<file path="src/common/scan_seq_pkg.sv">
// constants and types shared by the scan trigger sequencer
// ============================================================
// Notes on behaviour
// - repeat count accepts 1..65535 only; reset loads 1
// - repeat count is the number of full passes through the list
// - after the last pass the sequencer returns to idle
// - delay accepts 0..6.5535 s; reset loads 0
// - after a trigger event wait the delay, then open current relay
// - each step opens the current relay, then closes the next
// - immediate source steps continuously without trigger events
// - selected backplane line asserting is the stepping event
// - initiate starts a scan with current count, delay and source
// - hold source disables every trigger source
// - any of backplane lines 0..7 may be the source
// - immediate-trigger command steps at once, skipping wait and delay
// - bus source steps on the host's bus trigger strobe
package scan_seq_pkg;
    // ========================================================
    // register map
    localparam logic [7:0] CTRL_OFS   = 8'h00;
    localparam logic [7:0] COUNT_OFS  = 8'h01;
    localparam logic [7:0] DELAY_OFS  = 8'h02;
    localparam logic [7:0] SOURCE_OFS = 8'h03;
    localparam logic [7:0] LENGTH_OFS = 8'h04;
    localparam logic [7:0] STATUS_OFS = 8'h05;
    localparam logic [7:0] PASS_OFS   = 8'h06;
    localparam logic [3:0] LIST_PAGE  = 4'h1;
    localparam int         INIT_BIT   = 0;
    localparam int         ABORT_BIT  = 1;
    localparam int         IMM_BIT    = 2;
    localparam int         MODE_LSB   = 0;
    localparam int         LINE_LSB   = 4;
    // ========================================================
    // reset values and trigger source mode codes
    localparam logic [15:0] COUNT_RST  = 16'h0001;
    localparam logic [15:0] DELAY_RST  = 16'h0000;
    localparam logic [1:0]  MODE_IMM   = 2'h0;
    localparam logic [1:0]  MODE_BUS   = 2'h1;
    localparam logic [1:0]  MODE_HOLD  = 2'h2;
    localparam logic [1:0]  MODE_TTL   = 2'h3;
    localparam logic [7:0]  SOURCE_RST = 8'h00;
    // ========================================================
    // timing
    localparam int CLK_PERIOD_NS = 40;
    localparam int TICK_NS       = 100000;
    localparam int TICK_CYCLES   = TICK_NS / CLK_PERIOD_NS;
    localparam logic [11:0] TICK_LAST = 12'(TICK_CYCLES - 1);
    // ========================================================
    // sequencer states
    typedef enum logic [5:0] {
        S_IDLE  = 6'h01,
        S_WAIT  = 6'h02,
        S_DELAY = 6'h04,
        S_OPEN  = 6'h08,
        S_FETCH = 6'h10,
        S_CLOSE = 6'h20
    } seq_state_t;
endpackage : scan_seq_pkg

</file>
<file path="src/hdl/scan_trigger_sequencer.sv">
// trigger-driven relay scan sequencer with register port
`timescale 1ns/100ps
module scan_trigger_sequencer #(
    parameter int DEPTH   = 16,
    parameter int RELAY_W = 8
) (
    // clock and reset
    input  wire logic               i_clk_sys,
    input  wire logic               i_rst,
    // register port
    input  wire logic [7:0]         i_addr,
    input  wire logic [15:0]        i_wdata,
    input  wire logic               i_wr,
    input  wire logic               i_rd,
    output logic      [15:0]        o_rdata,
    // trigger sources
    input  wire logic [7:0]         i_ttl_trig,
    input  wire logic               i_bus_trig,
    // relay side
    output logic      [RELAY_W-1:0] o_relay,
    output logic                    o_open,
    output logic                    o_close,
    output logic                    o_busy
);
    localparam int AW = $clog2(DEPTH);

    scan_seq_pkg::seq_state_t state;
    scan_seq_pkg::seq_state_t next_state;

    logic [15:0]        count;
    logic [15:0]        delay;
    logic [7:0]         source;
    logic [AW:0]        length;
    logic [15:0]        passes;
    logic [15:0]        dcnt;
    logic [AW-1:0]      idx;
    logic [RELAY_W-1:0] cur;
    logic [11:0]        div;
    logic [7:0]         ttl_s1;
    logic [7:0]         ttl_s2;
    logic               ttl_prev;
    logic [RELAY_W-1:0] mem_rdata;

    // ========================================================
    // register decode
    wire wr_ctrl   = i_wr && (i_addr == scan_seq_pkg::CTRL_OFS);
    wire init_cmd  = wr_ctrl && i_wdata[scan_seq_pkg::INIT_BIT];
    wire abort_cmd = wr_ctrl && i_wdata[scan_seq_pkg::ABORT_BIT];
    wire imm_cmd   = wr_ctrl && i_wdata[scan_seq_pkg::IMM_BIT];
    wire wr_count  = i_wr && (i_addr == scan_seq_pkg::COUNT_OFS)
                     && (i_wdata != 16'h0000);
    wire wr_delay  = i_wr && (i_addr == scan_seq_pkg::DELAY_OFS);
    wire wr_source = i_wr && (i_addr == scan_seq_pkg::SOURCE_OFS);
    wire wr_length = i_wr && (i_addr == scan_seq_pkg::LENGTH_OFS)
                     && (i_wdata <= 16'(DEPTH));
    wire wr_list   = i_wr && (i_addr[7:4] == scan_seq_pkg::LIST_PAGE);

    logic [15:0] rd_mux;
    always_comb begin
        if (i_addr == scan_seq_pkg::COUNT_OFS) begin
            rd_mux = count;
        end else if (i_addr == scan_seq_pkg::DELAY_OFS) begin
            rd_mux = delay;
        end else if (i_addr == scan_seq_pkg::SOURCE_OFS) begin
            rd_mux = {8'h00, source};
        end else if (i_addr == scan_seq_pkg::LENGTH_OFS) begin
            rd_mux = 16'(length);
        end else if (i_addr == scan_seq_pkg::STATUS_OFS) begin
            rd_mux = {8'(cur), 2'b00, state};
        end else if (i_addr == scan_seq_pkg::PASS_OFS) begin
            rd_mux = passes;
        end else begin
            rd_mux = 16'h0000;
        end
    end

    always_ff @(posedge i_clk_sys) begin
        if (i_rst) begin
            count  <= scan_seq_pkg::COUNT_RST;
            delay  <= scan_seq_pkg::DELAY_RST;
            source <= scan_seq_pkg::SOURCE_RST;
            length <= '0;
        end else begin
            if (wr_count) count <= i_wdata;
            if (wr_delay) delay <= i_wdata;
            if (wr_source) source <= i_wdata[7:0];
            if (wr_length) length <= i_wdata[AW:0];
        end
    end

    always_ff @(posedge i_clk_sys) begin
        if (i_rst) begin
            o_rdata <= 16'h0000;
        end else begin
            o_rdata <= i_rd ? rd_mux : 16'h0000;
        end
    end

    // ========================================================
    // trigger sources
    wire [1:0] mode = source[scan_seq_pkg::MODE_LSB +: 2];
    wire [2:0] line = source[scan_seq_pkg::LINE_LSB +: 3];
    wire ttl_sel  = ttl_s2[line];
    wire ttl_edge = ttl_sel && !ttl_prev;
    // hold matches no term, so no event can step the scan
    wire trig_event = (mode == scan_seq_pkg::MODE_IMM)
        || (mode == scan_seq_pkg::MODE_BUS && i_bus_trig)
        || (mode == scan_seq_pkg::MODE_TTL && ttl_edge);

    // backplane lines are asynchronous to the system clock
    always_ff @(posedge i_clk_sys) begin
        if (i_rst) begin
            ttl_s1   <= 8'h00;
            ttl_s2   <= 8'h00;
            ttl_prev <= 1'b0;
        end else begin
            ttl_s1   <= i_ttl_trig;
            ttl_s2   <= ttl_s1;
            ttl_prev <= ttl_sel;
        end
    end

    // ========================================================
    // 100 us tick, restarted when a delay starts so the
    // first tick is whole
    wire tick = (div == scan_seq_pkg::TICK_LAST);
    always_ff @(posedge i_clk_sys) begin
        if (i_rst || state == scan_seq_pkg::S_WAIT || tick) begin
            div <= 12'h000;
        end else begin
            div <= div + 12'h001;
        end
    end

    // ========================================================
    // sequencer
    wire last   = ({1'b0, idx} == length - 1'b1);
    wire finish = last && (passes + 16'h0001 == count);

    always_comb begin
        next_state = state;
        if (abort_cmd) begin
            next_state = scan_seq_pkg::S_IDLE;
        end else begin
            case (state)
            scan_seq_pkg::S_IDLE: begin
                if (init_cmd && length != '0) begin
                    next_state = scan_seq_pkg::S_FETCH;
                end
            end
            scan_seq_pkg::S_WAIT: begin
                if (imm_cmd || (trig_event && delay == 16'h0000)) begin
                    next_state = scan_seq_pkg::S_OPEN;
                end else if (trig_event) begin
                    next_state = scan_seq_pkg::S_DELAY;
                end
            end
            scan_seq_pkg::S_DELAY: begin
                if (imm_cmd || (tick && dcnt == 16'h0001)) begin
                    next_state = scan_seq_pkg::S_OPEN;
                end
            end
            scan_seq_pkg::S_OPEN: begin
                next_state = finish ? scan_seq_pkg::S_IDLE
                                    : scan_seq_pkg::S_FETCH;
            end
            scan_seq_pkg::S_FETCH: next_state = scan_seq_pkg::S_CLOSE;
            scan_seq_pkg::S_CLOSE: next_state = scan_seq_pkg::S_WAIT;
            default: next_state = scan_seq_pkg::S_IDLE;
            endcase
        end
    end

    always_ff @(posedge i_clk_sys) begin
        if (i_rst) begin
            state  <= scan_seq_pkg::S_IDLE;
            o_busy <= 1'b0;
        end else begin
            state  <= next_state;
            o_busy <= (next_state != scan_seq_pkg::S_IDLE);
        end
    end

    always_ff @(posedge i_clk_sys) begin
        if (i_rst) begin
            idx    <= '0;
            passes <= 16'h0000;
            dcnt   <= 16'h0000;
        end else if (state == scan_seq_pkg::S_IDLE && init_cmd) begin
            idx    <= '0;
            passes <= 16'h0000;
        end else if (state == scan_seq_pkg::S_WAIT && trig_event) begin
            dcnt <= delay;
        end else if (state == scan_seq_pkg::S_DELAY && tick) begin
            dcnt <= dcnt - 16'h0001;
        end else if (state == scan_seq_pkg::S_OPEN && !abort_cmd) begin
            idx    <= last ? '0 : idx + 1'b1;
            passes <= last ? passes + 16'h0001 : passes;
        end
    end

    // open goes out from the open state, close two cycles later
    always_ff @(posedge i_clk_sys) begin
        if (i_rst) begin
            cur     <= '0;
            o_relay <= '0;
            o_open  <= 1'b0;
            o_close <= 1'b0;
        end else begin
            o_open  <= (state == scan_seq_pkg::S_OPEN);
            o_close <= (state == scan_seq_pkg::S_CLOSE);
            if (state == scan_seq_pkg::S_OPEN) begin
                o_relay <= cur;
            end else if (state == scan_seq_pkg::S_CLOSE) begin
                o_relay <= mem_rdata;
                cur     <= mem_rdata;
            end
        end
    end

    scan_list_mem #(
        .WIDTH (RELAY_W),
        .DEPTH (DEPTH),
        .AW    (AW)
    ) u_list (
        .i_clk_sys (i_clk_sys),
        .i_rst     (i_rst),
        .i_we      (wr_list),
        .i_waddr   (i_addr[AW-1:0]),
        .i_wdata   (i_wdata[RELAY_W-1:0]),
        .i_raddr   (idx),
        .o_rdata   (mem_rdata)
    );
endmodule : scan_trigger_sequencer

</file>
<file path="src/hdl/scan_list_mem.sv">
// scan list storage with registered read data
`timescale 1ns/100ps
module scan_list_mem #(
    parameter int WIDTH = 8,
    parameter int DEPTH = 16,
    parameter int AW    = 4
) (
    // clock and reset
    input  wire logic             i_clk_sys,
    input  wire logic             i_rst,
    // write port
    input  wire logic             i_we,
    input  wire logic [AW-1:0]    i_waddr,
    input  wire logic [WIDTH-1:0] i_wdata,
    // read port
    input  wire logic [AW-1:0]    i_raddr,
    output logic      [WIDTH-1:0] o_rdata
);
    logic [WIDTH-1:0] mem [DEPTH];

    always_ff @(posedge i_clk_sys) begin
        if (i_we) begin
            mem[i_waddr] <= i_wdata;
        end
    end

    always_ff @(posedge i_clk_sys) begin
        if (i_rst) begin
            o_rdata <= '0;
        end else begin
            o_rdata <= mem[i_raddr];
        end
    end
endmodule : scan_list_mem

</file>
<file path="config.mk">
export PLATFORM = sky130hd
export DESIGN_NAME = scan_trigger_sequencer
export DESIGN_NICKNAME = d
export VERILOG_FILES = /design/src/common/scan_seq_pkg.sv /design/src/hdl/scan_trigger_sequencer.sv /design/src/hdl/scan_list_mem.sv
export SDC_FILE = /design/constraint.sdc
export NUM_CORES = 1
export LEC_CHECK = 0
export ABC_CLOCK_PERIOD_IN_PS = 2400
export BUFFER_PORTS_ARGS = -buffer_cell sky130_fd_sc_hd__buf_2
export CAP_MARGIN = 20
export CORE_ASPECT_RATIO = 1.5
export CORE_MARGIN = 3
export CORE_UTILIZATION = 45
export CTS_CLUSTER_DIAMETER = 80
export CTS_CLUSTER_SIZE = 28
export DETAILED_ROUTE_END_ITERATION = 10
export PLACE_DENSITY = 0.64
export SLEW_MARGIN = 10
export SYNTH_ARGS = -nofsm -noshare
export SYNTH_HDL_FRONTEND = slang
export SYNTH_SLANG_ARGS = --single-unit
</file>
<file path="constraint.sdc">
create_clock -name i_clk_sys -period 2.4 [get_ports i_clk_sys]
set_input_delay 0.48 -clock i_clk_sys [delete_from_list [all_inputs] [get_ports i_clk_sys]]
set_output_delay 0.48 -clock i_clk_sys [all_outputs]
set_load 0.05 [all_outputs]
</file>
* Word-level counts from Yosys, hierarchy flattened *
Memory sizes are Yosys's and may differ from the RTL's. A register that Yosys moved wholly into a read port is not among the register bits.
Cells that the tools add are included.

storage, ports and cells
  input port bits = 37
  memories kept = 1
  output and inout port bits = 27
  memory bits (writable) = 128
  bits in registers = 151

memories
  memory      depth  bits a word  read ports  clocked after Yosys merged registers in  wr ports  RTL line             text
  u_list.mem  16     8            1           1                                        1         scan_list_mem.sv:19  logic [WIDTH-1:0] mem [DEPTH];

cells by class
  bitwise gates (word level) = 5
  equality and inequality tests = 20
  add/sub/neg operators = 5
  mux-type cells = 22
  reduce and logical (&&, ||, !) cells = 43
  magnitude comparators = 2

operator list
  cell                                                                                number
  16-bit 2-to-1 mux                                                                   8
  6-bit one-hot mux with 6 select lines                                               1
  6-bit 2-to-1 mux                                                                    5
  8-bit by 3-bit == test with 1-bit output (second input constant)                    3
  1-bit logical AND                                                                   22
  16-bit by 1-bit adder with 16-bit output (second input constant)                    1
  16-bit by 1-bit == test with 1-bit output (second input constant)                   1
  16-bit == test                                                                      1
  8-bit by 2-bit == test with 1-bit output (second input constant)                    2
  16-bit by 5-bit less-or-equal comparator with 1-bit output (second input constant)  1
  16-bit logical NOT                                                                  1
  8-bit 2-to-1 mux                                                                    2
  16-bit nonzero test                                                                 1
  16-bit by 1-bit subtractor with 16-bit output (second input constant)               1
  12-bit by 1-bit adder with 12-bit output (second input constant)                    1
  12-bit == test (second input constant)                                              1
  8-bit by 1-bit == test with 1-bit output (second input constant)                    1
  8-bit logical NOT                                                                   1
  6-bit by 1-bit == test with 1-bit output (second input constant)                    1
  6-bit by 2-bit == test with 1-bit output (second input constant)                    1
  6-bit by 3-bit == test with 1-bit output (second input constant)                    1
  6-bit by 4-bit == test with 1-bit output (second input constant)                    1
  6-bit by 5-bit == test with 1-bit output (second input constant)                    1
  6-bit == test (second input constant)                                               1
  other kinds (22)                                                                    37

* Longest topological paths before layout *
Gate-level depths: netlist (run 1).

  word-level depth = 11
  depth in mapped cells = 9
  mapped depth without buffers = 8

* Modules after synthesis *
Synthesis (run 1) repeated with hierarchy kept, for this count alone.

second synthesis, totals
  cell total of the unflattened synthesis = 1115
  area, all modules = 12484.5 µm²

modules (own cells, without submodules)
  module                  cells an instance  area an instance (µm²)  times used  seq. area each (µm²)
  scan_trigger_sequencer  856                7201.9                  1           3022.9
  scan_list_mem           259                5282.6                  1           4003.8

* Worst setup path after synthesis (run 1) *
OpenSTA, ideal clock, no wires.

  path type = input to register
  start point = input i_addr[0]
  end point = memory u_list.mem[3][0] (enable)
  path buffers = 2
  setup slack = 0.108 ns
  required time = 2.017 ns
  data arrival time = 1.908 ns
  stages = 4
  setup time = 0.383 ns
  path through = clkbuf_1 buf_1 nand3_1 nor3_1

RTL lines
  item         RTL line                      text
  from (decl)  scan_trigger_sequencer.sv:11  input wire logic [7:0] i_addr,
  to (decl)    scan_list_mem.sv:19

No word-level cell before the write port.

* Worst setup path in the final report (run 1) *
  start point = register passes[7]
  end point = register o_busy

on the way
  word-level cells in the longest chain between the ends = 7

RTL lines
  item                                      RTL line                       text
  from (decl)                               scan_trigger_sequencer.sv:34   logic [15:0] passes;
  from (signal assigned)                    scan_trigger_sequencer.sv:198  passes <= last ? passes + 16'h0001 : passes;
  16-bit by 1-bit adder with 16-bit output  scan_trigger_sequencer.sv:138  wire finish = last && (passes + 16'h0001 == count);
  16-bit == test                            scan_trigger_sequencer.sv:138
  1-bit logical AND                         scan_trigger_sequencer.sv:138
  5-bit 2-to-1 mux                          scan_trigger_sequencer.sv:164  next_state = finish ? scan_seq_pkg::S_IDLE
  6-bit one-hot mux with 6 select lines     scan_trigger_sequencer.sv:145  case (state)
  6-bit 2-to-1 mux                          scan_trigger_sequencer.sv:142  if (abort_cmd) begin
  6-bit by 1-bit != test with 1-bit output  scan_trigger_sequencer.sv:180  o_busy <= (next_state != scan_seq_pkg::S_IDLE);
  to (signal assigned)                      scan_trigger_sequencer.sv:180
  to (decl)                                 scan_trigger_sequencer.sv:23   output logic o_busy

Every way passes these cells.
A chain may end at the register's enable or synchronous reset.

==> results of run 1 <==
## final timing paths
kind	startpoint	end	slack, ns	cells after the start
min reg2reg	ttl_s1[1]	ttl_s2[1]	0.44	1
max	passes[7]	o_busy	0.13	6
max reg2reg	passes[7]	o_busy	0.13	6
min	i_ttl_trig[2]	ttl_s1[2]	0.19	2
## synthesized netlist by cell type, types with 11 or more instances
master	count	area share, %
nor3_1	32	1.3
clkbuf_1	42	1.3
buf_2	13	0.53
nand4_1	14	0.71
nand3_1	22	0.90
mux2i_1	33	2.7
nand2_1	102	3.1
a21oi_1	48	2.0
nor2b_1	31	1.6
o21ai_0	16	0.65
inv_1	14	0.43
nor2_1	115	3.5
dfxtp_1	159	26
a211oi_1	15	0.92
xnor2_1	41	2.9
mux4_2	42	7.7
edfxtp_1	128	31
a22oi_1	20	1.2
xor2_1	24	1.7
a31oi_1	11	0.56
nor4_1	15	0.76
## state kept, by name, indices dropped and copies added (netlist names), 6 cells and up
register / cells
ttl_s1: 8
o_relay: 8
dcnt: 16
cur: 8
u_list.o_rdata: 8
passes: 16
source: 8
ttl_s2: 8
count: 16
u_list.mem: 128
delay: 16
state: 6
o_rdata: 16
div: 12
## where the power goes
part           internal [mW]  switching [mW]  total [mW]
Sequential              5.12         0.00913        5.13
Clock                   1.26            1.54        2.80
Combinational         0.0852           0.193       0.278
Total                   6.46            1.75        8.21
## layer usage
metal  vias up  share of wire, %  track usage, %
met5         -                 0               0
met4         0               3.4            5.85
met3        64               4.7            2.28
met2       268                54            41.0
met1      4234                38            25.6
li1       4049                 -               -
## layout by cell type (no fill, tap or decap), drive strengths merged, types with 11 or more instances in the layout
master	count
a211oi	15
a21oi	48
a22oi	20
a31oi	11
buf	152
clkbuf	22
dfxtp	159
edfxtp	128
inv	15
mux2i	33
mux4	42
nand2	102
nand3	22
nand4	15
nor2	116
nor2b	31
nor3	34
nor4	16
o21ai	16
xnor2	41
xor2	24
## critical path, stage by stage (launching register included)
cell and delay (ns):
dfxtp_1 0.49, xor2_1 0.27, or4b_2 0.61, o31ai_1 0.09
o2111ai_1 0.18, a2111oi_4 0.39, a221oi_2 0.10
## kinds of logic after synthesis
logic type / count (synthesis) / synth area share [%]
flops: 287 / 57.2
fa+ha+maj: 7 / 0.713
buf+inv: 78 / 2.64
compound gates: 148 / 8.20
simple gates: 394 / 16.1
mux: 76 / 10.5
xor+xnor: 65 / 4.64
## per-stage QoR
step                hold slack [ns]  instances  area, µm²
global route                  0.175       1503      13900
finish                        0.191       1503      13900
CTS                           0.181       1503      13900
floorplan                     0.414       1055      12300
detailed placement            0.422       1480      13500
global placement              0.420       1480      13500
## timing repair
action,CTS,global route
endpoints found under the setup margin,0,6
endpoints found under the hold margin,0,0
setup buffers,0,0
gates resized for setup,0,7
## cell type report
type | instances | share of cell area [%]
clock inverters | 1 | 0.144
clock buffers | 22 | 3.03
multi-input cells | 690 | 35.5
flip-flops and latches | 287 | 50.4
repair buffers | 152 | 7.52
well taps | 337 | 3.02
inverters | 14 | 0.377
==> impl_metrics.yaml, run 1 <==
sta:
  tightest_slew_ns: 0.696
  finalSetupTns_ns: 0
  finalCritPeriodShare_pct: 94.7
  slew_violations: 0
  finalSetupViolations: 0
  maxSlewHeadroom_pct: 53.6
  max_freq_mhz: 440
  final-hold-violation-count: 0
  final.min_clock_period_ns: 2.27
  rsz0062_at_grt: "false"
  layout_setup_ws_ns: 0.128
  fin_skew_ns: 0.0186
floorplan:
  num_rows: 73
  chipWidth_um: 141
  pin_count: 64
  die-area_um2: 29300
  core-area_um2: 26700
  die_y_um: 208
  initial_core_util_pct: 46.0
global_route:
  grt-ovfl-total: 0
  antenna_found_initial: 0
  grt_use_total_pct: 21.6
  grt_pass1_wl_um: 49400
  grt_pass1_vias: 8544
  grt_max_degree: 47
clock_tree:
  hold_buffers: 0
  cts_tree: "built"
  clkSlewWorstSetupHoldPaths_ns: 0.11
  htreeDepth: 1
  cts_buffers: 14
  cts-root-buf: "clkbuf_16"
  clock_path_buffers: 3
  numClockSinks: 287
  clk_latency_ns: 0.50
critical_path:
  endpoint_kind: "flip-flop"
  worstPathRequired_ns: 2.76
  crit_type: "reg -> reg"
  worst_ep_arrival_time_ns: 2.63
  setup.worst_path.start_class: "flip-flop"
  crit_fanout: 4
pwr:
  power_density_nw_per_um2: 589
  peakVddDrop_v: 0.000567
  p_leak_nw: 4.71
  total_power_mw: 8.21
finish:
  drive_gt1_share_pct: 20.8
  multiInputGateArea_um2: 4950
  diodes: 0
  utilization_pct: 52.3
  fillers: 2339
  syn2layout_area_growth_pct: 13.6
  seq_area_um2: 7030
  finalNetCount: 1203
drt:
  num_vias: 8615
  post_drt_wl_per_cell_um: 21.2
  drt-pass1-iter-count: 7
  drc: 0
  detail_route.vias_per_cell: 5.73
  drtIter0Drc: 536
  routed_wl_um: 31900
  ant_nets: 0
status:
  outcome: "complete, no violations"
place:
  port_buffers: 63
  routabilityCongestion: 0.933
  pre_cts_slack_ns: 0.0583
  dp_hpwl_um: 23400
synthesis:
  syn_area_um2: 12300
  ys.flop_type: "dfxtp_1"
  syn_area_per_cell_um2: 11.6
  synth_cells: 1055
  yosysWarningCount: 0
  syn-num-nets: 1099
  ys_seq_elements: 287
  yosysUniqueCellTypes: 68
  yosysSeqAreaShare_pct: 57.2
  synth_edf_count: 128
  ys_async_sr_fraction_pct: 0
flow_run:
  drv_cap: 0
min_path:
  hp-class: "in -> reg"
Power figures use the tool's default switching activity.
==> inputs of run 2 (changes only) <==
ABC_AREA = 0   (was default)
HOLD_SLACK_MARGIN = 0.06   (was default)
SYNTH_HIERARCHICAL = 1   (was default)
==> run 2 against run 1 <==
  * Clock power is 3% lower
  * Clock-buffer cell count is 1 lower
  * First-iteration DRC count is 5.8% higher
  * Register-to-register slack hardly changed
  * Setup slack worse by 0.0020 ns
  * Non-clock buffer count is 2 higher
  * Synthesized area is 1.7% higher
  * Largest cell class unchanged
==> impl_metrics.yaml, run 2 <==
pwr:
  peakVddDrop_v: 0.000365
  p_leak_nw: 4.96
  intPower_mw: 6.41
  power_density_nw_per_um2: 575
  p_switching_mw: 1.73
  seq_power_share_pct: 63.0
  total_power_mw: 8.14
  power_frac_clock_pct: 33.3
  switching_share_pct: 21.3
  combPwrFrac_pct: 3.7
global_route:
  antenna_found_initial: 1
  grt_use_total_pct: 21.1
  grt_pass1_vias: 8691
  grt_max_degree: 37
  grt_pass1_wl_um: 49100
  grt-ovfl-total: 0
floorplan:
  initial_core_util_pct: 45.7
  core-area_um2: 27300
  die-area_um2: 29800
  pin_count: 64
  num_rows: 74
  die_y_um: 210
  chipWidth_um: 142
finish:
  final_cell_mix: "157 x dfxtp_1, 145 x nor2_1, 128 x edfxtp_1, 94 x nand2_1, 84 x buf_4"
  finalNetCount: 1266
  mostFrequentLayoutCell: "dfxtp_1"
  stdcell_count: 1571
  finalInstanceArea_um2: 14200
  fillers: 2434
  syn2layout_area_growth_pct: 13.4
  diodes: 0
  largest_reg_flops: 128
  largest_register: "u_list/mem"
  utilization_pct: 51.8
  drive_gt1_share_pct: 17.5
synthesis:
  ys_async_sr_fraction_pct: 0
  netlist.area_leader.share_pct: 30.8
  syn_area_um2: 12500
  synth_edf_count: 128
  yosysMostFrequentCell: "dfxtp_1"
  yosysWarningCount: 6
  yosys-top-cells-area: "edfxtp_1 31%, dfxtp_1 25%, mux2i_1 5.1%"
  yosysUniqueCellTypes: 68
  synth_cells: 1115
  yosysSeqAreaShare_pct: 56.3
  syn-num-nets: 1159
  ys_seq_elements: 287
  ys.flop_type: "dfxtp_1"
  syn_area_per_cell_um2: 11.2
  yosys-top-cells-count: "159 x dfxtp_1, 145 x nor2_1, 128 x edfxtp_1"
  synth_top_cell_by_area: "edfxtp_1"
critical_path:
  endpoint_kind: "flip-flop"
  worstPathRequired_ns: 2.77
  crit_type: "reg -> reg"
  setup.worst_path.start_class: "flip-flop"
  crit_fanout: 5
  worst_ep_arrival_time_ns: 2.65
sta:
  slew_violations: 0
  final-hold-violation-count: 0
  finalCritPeriodShare_pct: 94.8
  rsz0062_at_grt: "true"
  final.min_clock_period_ns: 2.27
  max_freq_mhz: 440
  fin_skew_ns: 0.0318
  tightest_slew_ns: 0.519
  maxSlewHeadroom_pct: 64.5
  finalSetupViolations: 0
  hold_slack_ns: 0.189
clock_tree:
  cts_tree: "built"
  hold_buffers: 0
  clk_latency_ns: 0.51
  cts_setup_buffers: 0
  cts-root-buf: "clkbuf_16"
  cts_buffers: 14
  htreeDepth: 1
  numClockSinks: 287
  clock_path_buffers: 3
  clkSlewWorstSetupHoldPaths_ns: 0.11
place:
  dp_hpwl_um: 23400
  place_area_um2: 13700
  routabilityCongestion: 0.901
  port_buffers: 63
  dp.cells: 1548
drt:
  drtIter0Drc: 567
  num_vias: 8924
  detail_route.vias_per_cell: 5.68
  drc: 0
  routed_wl_um: 31700
  ant_nets: 0
  drt-pass1-iter-count: 5
  post_drt_wl_per_cell_um: 20.2
status:
  outcome: "complete, no violations"
min_path:
  hp-class: "in -> reg"
flow_run:
  drv_cap: 0
-- run 2: what timing repair did --
item / CTS / global route
cloned: 0 / 0
endpoints found under the setup margin: 1 / 4
gates resized for setup: 1 / 4
hold endpoints to repair: 0 / 0
pin swaps: 0 / 1
-- run 2: worst paths after layout --
path | endpoint | start | cells after the start | slack [ns]
worst min-delay path | ttl_s1[6] | i_ttl_trig[6] | 2 | 0.19
worst max register to register | state[4] | passes[0] | 10 | 0.13
worst min register to register | ttl_s2[0] | ttl_s1[0] | 1 | 0.45
worst max-delay path | state[4] | passes[0] | 10 | 0.13
-- run 2: critical path: stages (launching register included) --
cell	delay [ns]
dfxtp_1	0.34
ha_1	0.25
nand3_1	0.19
buf_4	0.16
nand3b_1	0.07
mux2_2	0.27
nor4_1	0.16
nand4_1	0.15
nor3_2	0.32
buf_4	0.17
o32ai_1	0.07
-- run 2: kinds of logic (layout without fill, tap and decap cells) --
family | count (synthesis) | count (layout) | synth area share [%]
AO/OA/AOI/OAI | 165 | 165 | 8.74
XOR/XNOR | 63 | 63 | 4.42
adder cells (fa/ha/maj) | 7 | 7 | 0.702
buffers and inverters | 74 | 188 | 2.83
flip-flops | 287 | 287 | 56.3
multiplexers | 88 | 88 | 9.73
AND/OR/NAND/NOR | 431 | 431 | 17.3
-- run 2: stage by stage --
| step | worst slack [ns] | TNS, ns |
|---|---|---|
| floorplan | -0.0808 | -1.94 |
| global placement | -0.0331 | -0.652 |
| detailed placement | -0.0555 | -1.30 |
| CTS | 0.0438 | 0 |
| global route | -0.00989 | -0.00989 |
| finish | 0.126 | 0 |
-- run 2: power groups by stage --
stage | Combinational [mW] | Clock [mW] | Sequential, mW
after floorplan | 0.120 | 0 | 5.24
after global placement | 0.299 | 0 | 5.24
after detailed placement | 0.300 | 0 | 5.24
after CTS | 0.302 | 2.79 | 5.13
after global routing | 0.323 | 2.96 | 5.13
final | 0.302 | 2.71 | 5.13
-- run 2: final cells by class --
type | count | area [µm²] | share of cell area (%)
Tap cell | 342 | 428 | 3.02
Clock buffer | 21 | 398 | 2.81
Sequential cell | 287 | 7030 | 49.6
Inverter | 11 | 41.3 | 0.292
Multi-Input combinational cell | 754 | 5130 | 36.3
Clock inverter | 2 | 27.5 | 0.194
Timing Repair Buffer | 154 | 1100 | 7.78
-- run 2: layer usage --
layer	up-vias	share of wire (%)	track usage [%]
met5	-	0.041	0
met4	2	5.0	9.54
met3	79	3.6	2.04
met2	223	53	38.7
met1	4371	38	24.7
li1	4249	-	-
